`src/pme_pkg.sv`:
```
// Shared constants and types for the programming mode entry link.
package pme_pkg;

    // ------------------------------------------------------------------
    // Clock and listening window timing
    // ------------------------------------------------------------------
    localparam int CLK_MHZ = 100;
    localparam int US_PER_MS = 1000;
    localparam int LISTEN_TIME_MS = 110;
    localparam int LISTEN_CYCLES = LISTEN_TIME_MS * US_PER_MS * CLK_MHZ;

    // ------------------------------------------------------------------
    // Link widths and device register map
    // ------------------------------------------------------------------
    localparam int ADDR_W = 8;
    localparam int DATA_W = 16;
    localparam int CFG_DEPTH_DEF = 32;
    localparam logic [ADDR_W-1:0] ADDR_CFG_BASE = 8'h00;
    localparam logic [ADDR_W-1:0] ADDR_MEAS = 8'h70;
    localparam logic [ADDR_W-1:0] ADDR_MODE_KEY = 8'h75;
    localparam logic [ADDR_W-1:0] ADDR_STATUS = 8'h7E;
    localparam logic [ADDR_W-1:0] ADDR_LOCK = 8'h7F;
    localparam logic [DATA_W-1:0] KEY_LISTEN = 16'h22A2;
    localparam logic [DATA_W-1:0] KEY_PROG = 16'h2EAE;
    localparam logic [DATA_W-1:0] CFG_RESET = 16'h0000;
    localparam int LOCK_BIT = 0;
    localparam int STAT_MODE_LSB = 0;
    localparam int STAT_LOCK_BIT = 2;

    // ------------------------------------------------------------------
    // Host software register map
    // ------------------------------------------------------------------
    localparam int SW_ADDR_W = 3;
    localparam logic [SW_ADDR_W-1:0] HREG_ADDR = 3'h0;
    localparam logic [SW_ADDR_W-1:0] HREG_WDATA = 3'h1;
    localparam logic [SW_ADDR_W-1:0] HREG_CMD = 3'h2;
    localparam logic [SW_ADDR_W-1:0] HREG_STATUS = 3'h3;
    localparam logic [SW_ADDR_W-1:0] HREG_RDATA = 3'h4;
    localparam int CMD_WRITE_BIT = 0;
    localparam int CMD_READ_BIT = 1;
    localparam int CMD_ENTER_BIT = 2;
    localparam int CMD_LOCK_BIT = 3;
    localparam int HSTAT_BUSY_BIT = 0;
    localparam int HSTAT_LOCK_OK_BIT = 1;

    typedef enum logic [1:0] {
        MODE_APP,
        MODE_LISTEN,
        MODE_PROG
    } mode_e;

endpackage : pme_pkg

```
`src/pme_link_if.sv`:
```
// Register access link between the programming host and the sensor.
`timescale 1ns/1ps
interface pme_link_if;
    import pme_pkg::*;

    logic req_valid;
    logic req_write;
    logic [ADDR_W-1:0] req_addr;
    logic [DATA_W-1:0] req_wdata;
    logic rsp_valid;
    logic [DATA_W-1:0] rsp_rdata;

    modport device (
        input req_valid,
        input req_write,
        input req_addr,
        input req_wdata,
        output rsp_valid,
        output rsp_rdata
    );

    modport host (
        output req_valid,
        output req_write,
        output req_addr,
        output req_wdata,
        input rsp_valid,
        input rsp_rdata
    );

endinterface : pme_link_if

```
`src/sensor_mode_ctrl.sv`:
```
// Sensor end: mode control, configuration memory and lock.
`timescale 1ns/1ps
module sensor_mode_ctrl
    import pme_pkg::*;
#(
    parameter int LISTEN_CYC = LISTEN_CYCLES,
    parameter int CFG_DEPTH = CFG_DEPTH_DEF
) (
    input wire logic i_mclk,
    input wire logic i_nrst,
    pme_link_if.device link,
    input wire logic [DATA_W-1:0] i_meas_data,
    input wire logic [$clog2(CFG_DEPTH)-1:0] i_cfg_idx,
    output mode_e o_mode,
    output logic o_locked,
    output logic o_reset_pulse,
    output logic [DATA_W-1:0] o_cfg_word
);

    localparam int IDX_W = $clog2(CFG_DEPTH);

    typedef struct packed {
        mode_e mode;
        logic locked;
        logic [CFG_DEPTH-1:0][DATA_W-1:0] mem;
        logic rsp_valid;
        logic [DATA_W-1:0] rsp_rdata;
        logic reset_pulse;
        logic [DATA_W-1:0] cfg_word;
    } dev_s;

    dev_s st_reg;
    dev_s st_next;
    logic win_expired;
    logic key_listen_ok;
    logic key_prog_ok;
    logic cfg_hit;
    logic [IDX_W-1:0] cfg_idx;

    // ------------------------------------------------------------------
    // Listening window timer
    // ------------------------------------------------------------------
    window_timer #(
        .COUNT(LISTEN_CYC)
    ) u_listen_timer (
        .i_mclk(i_mclk),
        .i_nrst(i_nrst),
        .i_start(key_listen_ok),
        .i_cancel(key_prog_ok),
        .o_expired(win_expired)
    );

    // ------------------------------------------------------------------
    // Address decode
    // ------------------------------------------------------------------
    assign cfg_hit = (int'(link.req_addr) < CFG_DEPTH);
    assign cfg_idx = link.req_addr[IDX_W-1:0];

    // ------------------------------------------------------------------
    // Next state
    // ------------------------------------------------------------------
    always_comb begin
        st_next = st_reg;
        st_next.rsp_valid = 1'b0;
        st_next.rsp_rdata = '0;
        st_next.reset_pulse = 1'b0;
        st_next.cfg_word = st_reg.mem[i_cfg_idx];
        key_listen_ok = 1'b0;
        key_prog_ok = 1'b0;

        if ((st_reg.mode == MODE_LISTEN) && win_expired) begin
            st_next.mode = MODE_APP;
            st_next.reset_pulse = 1'b1;
        end

        if (link.req_valid) begin
            st_next.rsp_valid = 1'b1;
            if (link.req_write) begin
                if (link.req_addr == ADDR_MODE_KEY) begin
                    if ((st_reg.mode == MODE_APP) && !st_reg.locked &&
                        (link.req_wdata == KEY_LISTEN)) begin
                        key_listen_ok = 1'b1;
                        st_next.mode = MODE_LISTEN;
                    end else if ((st_reg.mode == MODE_LISTEN) &&
                                 !st_reg.locked &&
                                 (link.req_wdata == KEY_PROG)) begin
                        key_prog_ok = 1'b1;
                        st_next.mode = MODE_PROG;
                        st_next.reset_pulse = 1'b0;
                    end
                end else if (cfg_hit) begin
                    if ((st_reg.mode == MODE_PROG) && !st_reg.locked) begin
                        st_next.mem[cfg_idx] = link.req_wdata;
                    end
                end else if (link.req_addr == ADDR_LOCK) begin
                    if ((st_reg.mode == MODE_PROG) && !st_reg.locked &&
                        link.req_wdata[LOCK_BIT]) begin
                        st_next.locked = 1'b1;
                        st_next.mode = MODE_APP;
                    end
                end
            end else begin
                if (cfg_hit) begin
                    st_next.rsp_rdata = st_reg.mem[cfg_idx];
                end else begin
                    case (link.req_addr)
                        ADDR_MEAS: begin
                            st_next.rsp_rdata = i_meas_data;
                        end
                        ADDR_STATUS: begin
                            st_next.rsp_rdata[STAT_MODE_LSB +: 2] =
                                st_reg.mode;
                            st_next.rsp_rdata[STAT_LOCK_BIT] =
                                st_reg.locked;
                        end
                        ADDR_LOCK: begin
                            st_next.rsp_rdata[LOCK_BIT] =
                                st_reg.locked;
                        end
                        default: begin
                            st_next.rsp_rdata = '0;
                        end
                    endcase
                end
            end
        end
    end

    // ------------------------------------------------------------------
    // State register
    // ------------------------------------------------------------------
    always_ff @(posedge i_mclk or negedge i_nrst) begin
        if (!i_nrst) begin
            st_reg.mode <= MODE_APP;
            st_reg.locked <= 1'b0;
            st_reg.mem <= {CFG_DEPTH{CFG_RESET}};
            st_reg.rsp_valid <= 1'b0;
            st_reg.rsp_rdata <= '0;
            st_reg.reset_pulse <= 1'b0;
            st_reg.cfg_word <= '0;
        end else begin
            st_reg <= st_next;
        end
    end

    // ------------------------------------------------------------------
    // Outputs
    // ------------------------------------------------------------------
    assign link.rsp_valid = st_reg.rsp_valid;
    assign link.rsp_rdata = st_reg.rsp_rdata;
    assign o_mode = st_reg.mode;
    assign o_locked = st_reg.locked;
    assign o_reset_pulse = st_reg.reset_pulse;
    assign o_cfg_word = st_reg.cfg_word;

endmodule : sensor_mode_ctrl

```
`src/window_timer.sv`:
```
// One-shot down counter that flags the end of a fixed window.
`timescale 1ns/1ps
module window_timer #(
    parameter int COUNT = 16
) (
    input wire logic i_mclk,
    input wire logic i_nrst,
    input wire logic i_start,
    input wire logic i_cancel,
    output logic o_expired
);

    localparam int CNT_W = $clog2(COUNT + 1);

    typedef struct packed {
        logic [CNT_W-1:0] cnt;
        logic running;
    } tmr_s;

    tmr_s st_reg;
    tmr_s st_next;

    // ------------------------------------------------------------------
    // Counter
    // ------------------------------------------------------------------
    assign o_expired = st_reg.running && (st_reg.cnt == '0);

    always_comb begin
        st_next = st_reg;
        if (i_start) begin
            st_next.cnt = CNT_W'(COUNT - 1);
            st_next.running = 1'b1;
        end else if (i_cancel || o_expired) begin
            st_next.running = 1'b0;
        end else if (st_reg.running) begin
            st_next.cnt = st_reg.cnt - 1'b1;
        end
    end

    always_ff @(posedge i_mclk or negedge i_nrst) begin
        if (!i_nrst) begin
            st_reg <= '0;
        end else begin
            st_reg <= st_next;
        end
    end

endmodule : window_timer

```
`src/flat_wrapper.sv`:
```
// flat-port wrapper written by rule: the top's interface ports become plain ports
module sensor_mode_ctrl_flat import pme_pkg::*;
#(
    parameter int LISTEN_CYC = LISTEN_CYCLES,
    parameter int CFG_DEPTH = CFG_DEPTH_DEF
)
  (i_mclk, i_nrst, i_meas_data, i_cfg_idx, o_mode, o_locked, o_reset_pulse, o_cfg_word, link_req_valid, link_req_write, link_req_addr, link_req_wdata, link_rsp_valid, link_rsp_rdata);
  pme_link_if link_i ();
  input wire logic i_mclk;
  input wire logic i_nrst;
  input wire logic [DATA_W-1:0] i_meas_data;
  input wire logic [$clog2(CFG_DEPTH)-1:0] i_cfg_idx;
  output mode_e o_mode;
  output logic o_locked;
  output logic o_reset_pulse;
  output logic [DATA_W-1:0] o_cfg_word;
  input wire logic [$bits(link_i.req_valid)-1:0] link_req_valid;
  input wire logic [$bits(link_i.req_write)-1:0] link_req_write;
  input wire logic [$bits(link_i.req_addr)-1:0] link_req_addr;
  input wire logic [$bits(link_i.req_wdata)-1:0] link_req_wdata;
  output wire logic [$bits(link_i.rsp_valid)-1:0] link_rsp_valid;
  output wire logic [$bits(link_i.rsp_rdata)-1:0] link_rsp_rdata;
  assign link_i.req_valid = link_req_valid;
  assign link_i.req_write = link_req_write;
  assign link_i.req_addr = link_req_addr;
  assign link_i.req_wdata = link_req_wdata;
  assign link_rsp_valid = link_i.rsp_valid;
  assign link_rsp_rdata = link_i.rsp_rdata;
  sensor_mode_ctrl #(.LISTEN_CYC(LISTEN_CYC), .CFG_DEPTH(CFG_DEPTH)) u_core (.i_mclk(i_mclk), .i_nrst(i_nrst), .link(link_i), .i_meas_data(i_meas_data), .i_cfg_idx(i_cfg_idx), .o_mode(o_mode), .o_locked(o_locked), .o_reset_pulse(o_reset_pulse), .o_cfg_word(o_cfg_word));
endmodule
```
`config.mk`:
```
export PLATFORM = sky130hd
export DESIGN_NAME = sensor_mode_ctrl_flat
export DESIGN_NICKNAME = d
export VERILOG_FILES = /design/src/pme_pkg.sv /design/src/pme_link_if.sv /design/src/sensor_mode_ctrl.sv /design/src/window_timer.sv /design/src/flat_wrapper.sv
export SDC_FILE = /design/constraint.sdc
export NUM_CORES = 1
export LEC_CHECK = 0
export BUFFER_PORTS_ARGS = -buffer_cell sky130_fd_sc_hd__buf_2
export CAP_MARGIN = 0
export CORE_MARGIN = 4
export CORE_UTILIZATION = 59
export CTS_BUF_LIST = sky130_fd_sc_hd__clkbuf_4
export CTS_CLUSTER_DIAMETER = 100
export DETAILED_ROUTE_END_ITERATION = 10
export PLACE_DENSITY_LB_ADDON = 0.08
export SYNTH_ARGS = -nofsm -noshare
export SYNTH_HDL_FRONTEND = slang
export SYNTH_SLANG_ARGS = --single-unit
```
`constraint.sdc`:
```
create_clock -name i_mclk -period 2.4 [get_ports i_mclk]
set_input_delay 0.24 -clock i_mclk [delete_from_list [all_inputs] [get_ports i_mclk]]
set_output_delay 0.24 -clock i_mclk [all_outputs]
set_load 0.02 [all_outputs]
```
Word-level counts from Yosys, hierarchy flattened

Cells that the tools add are included.

Bits in registers: 574
Input bits: 49
Word-level logic and storage cells: 116

Add/sub/neg operators: 1
$lt $le $gt $ge: 4
Eq/ne operators: 9
Multiplexer cells: 42
Bitwise operators: 2
Reductions and logical operators: 18

Operators by type and width:

| cell                                                                         | number |
|---|---|
| 512-bit 2-to-1 mux                                                           | 2 |
| 533-bit 2-to-1 mux                                                           | 1 |
| 515-bit 2-to-1 mux                                                           | 1 |
| 513-bit 2-to-1 mux                                                           | 1 |
| 512-bit bitwise mux                                                          | 1 |
| 16-bit binary-select mux with 5-bit select                                   | 2 |
| 16-bit demux with 5-bit select                                               | 1 |
| 16-bit 2-to-1 mux                                                            | 5 |
| 24-bit 2-to-1 mux                                                            | 2 |
| 16-bit by 14-bit == test with 1-bit output, second input constant            | 2 |
| 8-bit by 7-bit == test with 1-bit output, second input constant              | 4 |
| 25-bit 2-to-1 mux                                                            | 1 |
| 24-bit zero test                                                             | 1 |
| 24-bit by 1-bit subtractor with 24-bit output, second input constant         | 1 |
| 1-bit 2-to-1 mux                                                             | 15 |
| 13-bit 2-to-1 mux                                                            | 1 |
| 5-bit by 6-bit less-than comparator with 1-bit output, second input constant | 2 |
| 1-bit logical AND                                                            | 9 |
| 3-bit 2-to-1 mux                                                             | 3 |
| 8-bit by 6-bit less-than comparator with 1-bit output, second input constant | 1 |
| 2-bit 2-to-1 mux                                                             | 4 |
| 6-bit AND reduction                                                          | 1 |
| 5-bit by 1-bit >= comparator with 1-bit output, second input constant        | 1 |
| 5-bit AND reduction                                                          | 1 |
| other kinds (11)                                                             | 13 |

Logic depth before layout (Yosys ltp)

Gate-level depths: netlist of the first run.

Word-level depth: 11
Depth in mapped cells: 10

Modules after synthesis

From an unflattened synthesis of the first run, not the netlist that was laid out.

Cells, all modules: 2008
Area total of the unflattened synthesis: 30523.0 sq um

Modules (own cells, without submodules):

| module           | times used | cells an instance | area an instance (sq um) | seq. area each (sq um) |
|---|---|---|---|---|
| sensor_mode_ctrl | 1          | 1864              | 29161.7                  | 13738.2 |
| window_timer     | 1          | 144               | 1361.3                   | 625.6 |

Worst setup path before layout of the first run

Ideal clock, no wire load.

Path kind: flip-flop to flip-flop
Start: register u_core.u_listen_timer.st_reg[17] (netlist bit)
End: register u_core.u_listen_timer.st_reg[13] (netlist bit)
Setup time: 0.132 ns
Data arrival time: 2.385 ns
Required time: 2.268 ns
Setup slack: -0.116 ns
Stages on the path, launching flop included: 8
Buffers on the path: 1
Clock period less this slack: 2.516 ns
Cell sequence: dfrtp_1 -> or4_4 -> or4_1 -> or3_1 -> buf_6 -> nand4_2 -> nor3_1 -> or3b_1

Word-level cells in the longest chain between the ends: 5

RTL lines:

| item                                                       | line               | text |
|---|---|---|
| start, declared                                            | window_timer.sv:20 | `tmr_s st_reg;` |
| start signal, assigned                                     | window_timer.sv:44 | `st_reg <= st_next;` |
| 24-bit zero test                                           | window_timer.sv:26 | `assign o_expired = st_reg.running && (st_reg.cnt == '0);` |
| 1-bit logical AND                                          | window_timer.sv:26 |  |
| 1-bit logical OR                                           | window_timer.sv:33 | `end else if (i_cancel \|\| o_expired) begin` |
| 2-bit by 1-bit inequality test with 1-bit output (no line) | --                 |  |
| 2-bit AND reduction (no line)                              | --                 |  |

Every way passes these cells.
A chain may end at the register's enable or synchronous reset.

Final worst setup path of the first run

Start: register u_core.u_listen_timer.st_reg[20] (netlist bit)
End: register u_core.u_listen_timer.st_reg[18] (netlist bit)

Same word-level chain as after synthesis.

==> results of run 1 <==
-- power by group through the flow --
stage               combinational [W]  clock, W  sequential [W]
floorplan                    0.000613         0         0.00987
global placement              0.00136         0         0.00987
detailed placement            0.00137         0         0.00987
global route                  0.00157   0.00954         0.00968
finish                        0.00148   0.00886         0.00969
CTS                           0.00146   0.00905         0.00969
-- path summary, 6_finish.rpt --
check	end	slack (ps)	cells after the start
setup / recovery	u_core.u_listen_timer.st_reg[18]	-50	7
hold / removal	u_core.link.rsp_rdata[1]	60	6
setup reg to reg	u_core.u_listen_timer.st_reg[18]	-50	7
hold reg to reg	flip-flop	510	1
max in group asynchronous	async pin	1370	4
min in group asynchronous	async pin	500	4
-- metrics by stage --
step	setup TNS [ps]	worst slack [ps]
floorplan	-19.73	-12.68
global placement	-5493	-364.3
detailed placement	-6991	-306.3
CTS	-172.6	-48.74
global route	-8175	-111.1
finish	-159.8	-52.68
-- final cells by class --
cell class	instances	area share
multi-input cells	1209	0.4168
flip-flops and latches	574	0.4015
repair buffers	402	0.1033
clock buffers	227	0.04763
well taps	672	0.02350
clock inverters	22	0.006295
diodes	8	0.0005596
inverters	4	0.0004197
-- repair_timing --
action                                  CTS  global route
pin swaps                                 1             8
resized for setup                         5            23
hold buffers                             91             3
setup endpoints to repair                 9            25
endpoints found under the hold margin  1144             1
buffers inserted                          0             4
-- critical path: cells and delay by family (launching register included) --
kind	cells	cell delay (ps)
simple gates	6	1770
flops	1	380
buf+inv	1	180
-- cells by family after synthesis --
group / Yosys count / synth area share
adder cells (fa/ha/maj): 2 / 0.0008306
buffers and inverters: 221 / 0.03385
AO/OA/AOI/OAI: 122 / 0.02887
flip-flops: 574 / 0.4768
XOR/XNOR: 12 / 0.003489
AND/OR/NAND/NOR: 210 / 0.03884
multiplexers: 863 / 0.4173
-- routing by layer --
metal | vias up | GRT usage | routed length, µm
met5 | - | 0 | 19
met4 | 2 | 0.1493 | 3885
met3 | 230 | 0.1011 | 8760
met2 | 1081 | 0.5397 | 44450
met1 | 11130 | 0.4607 | 35510
li1 | 8500 | - | -
-- cell usage in the layout, fill, tap and decap left out, types with 8 or more instances in the layout --
cell	n
buf_2	80
a211oi_1	13
or3_1	9
o221ai_1	15
buf_12	47
o22ai_1	14
xor2_1	11
mux2i_1	68
a22oi_1	8
nor2_1	32
o21ai_0	14
nor2_2	8
mux4_2	261
nor3_1	12
o31ai_1	10
nand2_1	44
a21oi_1	16
diode_2	8
nand3_1	29
dfrtp_1	574
mux2_2	520
mux2_1	12
clkbuf_4	227
buf_4	174
a22o_1	12
dlygate4sd3_1	91
==> flow_summary.yaml, run 1 <==
sta:
  final_hold_viol_count: 0
  rsz0062_at_grt: "true"
  finalMaxSlewViolations: 0
  fin_skew_ps: 62.41
  setup_viol_count_final: 8
  worstMarginPinSlew_ps: 860.8
  holdWs_ps: 55.48
  fmax_mhz: 407.7
  fin_ws_ps: -52.68
  fin_crit_sh: 1.022
  min_period_ps: 2453
  relSlewSlack: 0.4113
cts:
  clkSinkCount: 574
  cts_tree: "yes"
  cts.htree.levels: 4
  worst_skew_pair.late_latency_ps: 1070
  root_buffer: "clkbuf_4"
  numCtsBuffers: 153
  cts.reportedPaths.clkPinSlew_ps: 60
  clk_path_buf_depth: 3
worst_setup_path:
  path_cells: "or4_4 -> or4_4 -> or3_4 -> buf_4 -> nand3_4 -> nor3_1 -> or3b_1"
  path_common_cell: "or4_4"
  arrival_ps: 3350
  startpoint_type: "flip-flop"
  worstSetupPathType: "reg -> reg"
  crit_path_top_delay_cell: "or4_4"
  crit-reg2reg-launch: "u_core.u_listen_timer.st_reg[20]"
  crit_fanout: 7
  worstSetupStartpoint: "u_core.u_listen_timer.st_reg[20]"
  end_kind: "flip-flop"
  crit_required_ps: 3300
  cpPeakStageDelay_ps: 540
synth:
  synth_top_area_share: 0.4768
  synthTopCellsByArea: "dfrtp_1 48%, mux4_2 20%, mux2_2 19%"
  synth_top_area_cell: "dfrtp_1"
  ys.flop_type: "dfrtp_1"
  synth.cell_area_um2: 30120
  ys_ff_latch: 574
  syn_nets: 2055
  synth_edf_count: 0
  async_reset_ff_frac: 1.000
  synth.most_common_cell: "dfrtp_1"
  ys_warn_count: 0
  synth_common_cells: "574 x dfrtp_1, 521 x mux2_2, 261 x mux4_2, 99 x clkbuf_1, 69 x mux2i_1"
  ys_seq_area_frac: 0.4768
  syn_inst: 2004
  synth.distinct_cells: 62
  synth.avg_cell_area_um2: 15.03
floorplanning:
  die_h_um: 234.0
  coreArea_um2: 50270
  start_util: 0.5992
  num_rows: 82
  dieArea_um2: 54740
  ios: 86
  chipWidth_um: 234.0
run_status:
  outcome: "finished with violations"
  violations: "setup timing"
detailed_routing:
  drt-total-wl_um: 92630
  ant_nets: 0
  viasPerCell: 6.718
  drtIter0Drc: 1986
  vias: 20950
  drtPass1Iterations: 5
  detail_route.wl_per_cell_um: 29.71
  drc: 0
power:
  p_int_w: 0.01494
  pwr-share-seq: 0.484
  netSwitchingPower_w: 0.005085
  pwr-share-comb: 0.074
  total_power_w: 0.02003
  p_leak_nw: 17.16
  peakVddDrop_v: 0.0004527
  p_sw_frac: 0.2539
  p_per_area_nw_per_um2: 559.8
  clockPowerShare: 0.442
layout:
  multi_input_area_um2: 14910
  fin_util: 0.7116
  fillers: 3396
  fin_area_um2: 35780
  layout.nets: 2395
  drive_above_1_share: 0.5648
  seqCellArea_um2: 14360
  area_delta_synth_final_pct: 18.76
  fin_cells: 3118
min_path:
  hp-class: "in -> reg"
  min_from: "link_req_addr[3]"
grt:
  grt.overflow.total: 0
  grt_pass1_wl_um: 138200
  grt_antenna_before_repair: 3
  grt_pass1_vias: 21740
  grt_use_total: 0.3464
  grt_max_degree: 79
placed_design:
  placedCellCount: 2765
  gp_congestion: 0.9092
  io_buffers: 85
  dp_hpwl_um: 58890
  dpl_cell_area_um2: 32740
flow_run:
  maxCapViolations: 0
Note: power is estimated with default switching activity, not from simulation.
==> inputs of run 2 (changes only) <==
Settings changed: BUFFER_PORTS_ARGS -buffer_cell sky130_fd_sc_hd__buf_2 to default, CORE_UTILIZATION 59 to 60, DONT_BUFFER_PORTS from default to 1, SETUP_SLACK_MARGIN from default to 0.15, SYNTH_HIERARCHICAL from default to 1.
==> flow_summary.yaml, run 2 <==
power:
  p_leak_nw: 16.29
  pwr-share-seq: 0.505
  total_power_w: 0.01919
  p_sw_frac: 0.2435
  pwr-share-comb: 0.050
  clockPowerShare: 0.446
  netSwitchingPower_w: 0.004674
  peakVddDrop_v: 0.0003270
  p_per_area_nw_per_um2: 555.8
  p_int_w: 0.01452
layout:
  mostFrequentLayoutCells: "574 x dfrtp_1, 529 x mux2_2, 259 x mux4_2"
  fin_cells: 2936
  fin_util: 0.6869
  final_common_cell: "dfrtp_1"
  drive_above_1_share: 0.5425
  layout.nets: 2205
  area_delta_synth_final_pct: 13.13
synth:
  syn_inst: 2008
  async_reset_ff_frac: 1.000
  synth_top_area_share: 0.4706
  synth.distinct_cells: 67
  synth.avg_cell_area_um2: 15.20
  synth.most_common_cell: "dfrtp_1"
  synth.cell_area_um2: 30520
  synth_edf_count: 0
  ys_seq_area_frac: 0.4706
  ys.flop_type: "dfrtp_1"
  ys_ff_latch: 574
  syn_nets: 2059
  synth_top_area_cell: "dfrtp_1"
  synth_common_cells: "574 x dfrtp_1, 530 x mux2_2, 259 x mux4_2, 91 x clkbuf_1, 67 x buf_2"
  synthTopCellsByArea: "dfrtp_1 47%, mux2_2 20%, mux4_2 19%"
  ys_warn_count: 6
worst_setup_path:
  cpPeakStageDelay_ps: 550
  end_kind: "flip-flop"
  worstSetupPathType: "reg -> reg"
  crit_fanout: 8
  r2r_slack_ps: -90
  path_cells: "or4_4 -> or4b_4 -> buf_6 -> o21ai_4 -> buf_12 -> nor3_4 -> or3b_4"
  startpoint_type: "flip-flop"
  crit_path_top_delay_cell: "or4b_4"
  crit_required_ps: 3270
  arrival_ps: 3360
  r2r_cells: 7
cts:
  cts.htree.levels: 4
  worst_skew_pair.late_latency_ps: 1030
  clkSinkCount: 574
  cts.reportedPaths.clkPinSlew_ps: 60
  clk_path_buf_depth: 3
  cts_tree: "yes"
  root_buffer: "clkbuf_4"
  numCtsBuffers: 155
sta:
  finalMaxSlewViolations: 478
  min_period_ps: 2493
  rsz0062_at_grt: "true"
  fin_skew_ps: 46.67
  fin_ws_ps: -92.96
  setup_viol_count_final: 12
  relSlewSlack: -1.157
  final_hold_viol_count: 583
  fmax_mhz: 401.1
  tns_ps: -453.5
  holdWs_ps: -1061
  worstMarginPinSlew_ps: 3235
  fin_crit_sh: 1.039
min_path:
  hp-class: "in -> async"
run_status:
  violations: "hold timing, slew limit, setup timing"
  outcome: "finished with violations"
floorplanning:
  dieArea_um2: 54540
  die_h_um: 233.5
  chipWidth_um: 233.5
  num_rows: 82
  coreArea_um2: 50270
  ios: 86
  start_util: 0.6071
detailed_routing:
  viasPerCell: 6.972
  vias: 20470
  detail_route.wl_per_cell_um: 31.95
  ant_nets: 0
  drtIter0Drc: 2420
  drtPass1Iterations: 6
  drc: 0
  drt-total-wl_um: 93820
grt:
  grt_max_degree: 575
  grt_pass1_vias: 21340
  grt.overflow.total: 0
  grt_antenna_before_repair: 8
  grt_use_total: 0.3510
  grt_pass1_wl_um: 139100
placed_design:
  gp_congestion: 0.8436
  placedCellCount: 2560
  dp_hpwl_um: 52640
  io_buffers: 0
flow_run:
  maxCapViolations: 0
==> run 2: cell types whose count changed after synthesis, sizes merged, moves of 7 or more <==
cell,previous run,this run
nor2,43,16
buf,118,138
mux2i,69,49
a22oi,8,19
xor2,11,0
mux2,533,543
nand2,44,34
or4,6,15
clkbuf,99,91
nand3,31,39
nor4,4,12
a2111oi,8,1
==> run 2: logic make-up after synthesis <==
group / after synthesis / synth area share
adder cells (fa/ha/maj): 2 / 0.0008197
XOR/XNOR: 1 / 0.0002870
multiplexers: 851 / 0.4075
flip-flops: 574 / 0.4706
AND/OR/NAND/NOR: 203 / 0.04591
AO/OA/AOI/OAI: 144 / 0.03378
buffers and inverters: 233 / 0.04111
==> run 2: power by group through the flow <==
stage          clock network (W)  registers [W]  logic, W
2_1_floorplan                  0        0.00986  0.000650
3_3_place_gp                   0        0.00986  0.000415
3_5_place_dp                   0        0.00986  0.000415
4_1_cts                  0.00872        0.00968  0.000910
5_1_grt                  0.00928        0.00968  0.000966
6_report                 0.00855        0.00969  0.000955
==> run 2: worst paths after layout <==
check,endpoint,from
min in group i_mclk,u_core/o_cfg_word[7],i_cfg_idx[0]
max,u_core/u_listen_timer/st_reg[6],u_core/u_listen_timer/st_reg[4]
min reg2reg,flip-flop,flip-flop
max reg2reg,u_core/u_listen_timer/st_reg[6],u_core/u_listen_timer/st_reg[4]
min,u_core/o_cfg_word[1],i_nrst
max in group asynchronous,async pin,i_nrst
==> run 2: layout make-up <==
class,count,area [µm²]
Tap cell,672,840.8
Clock inverter,32,148.9
Multi-Input combinational cell,1201,15040
Timing Repair Buffer,218,2385
Fill cell,3499,15740
Clock buffer,229,1719
Inverter,4,15.01
Sequential cell,574,14360
Antenna cell,6,15.01
==> run 2: per-layer routing <==
layer / vias to the layer above / GRT usage / wire length (µm) / share of wire
met2: 1071 / 0.5412 / 45050 / 0.48
li1: 8193 / - / - / -
met4: 6 / 0.1318 / 3253 / 0.035
met5: - / 0 / 34 / 0.00036
met1: 10980 / 0.4751 / 37150 / 0.40
met3: 220 / 0.1080 / 8332 / 0.089
==> run 2: timing repair <==
action,CTS,global route
endpoints found under the hold margin,1148,628
gates cloned,1,0
pin swaps,5,5
setup buffers,1,3
hold buffers,103,3
gates resized for setup,8,21
setup endpoints to repair,25,46
==> run 2: per-stage QoR <==
step	hold WS, ps	cell area, µm²	setup slack (ps)
floorplan	-55.59	30600	-42.16
global placement	-29.90	31200	-69.41
detailed placement	-29.17	31200	-174.4
CTS	-1139	34400	-84.66
global route	-1154	34530	-145.6
finish	-1061	34530	-92.96
==> run 2: worst max-delay path, delay by kind of cell, from the launching register on <==
kind | cells | cell delay, ps
flip-flops | 1 | 380
AND/OR/NAND/NOR | 4 | 1480
AO/OA/AOI/OAI | 1 | 190
buffers and inverters | 2 | 310
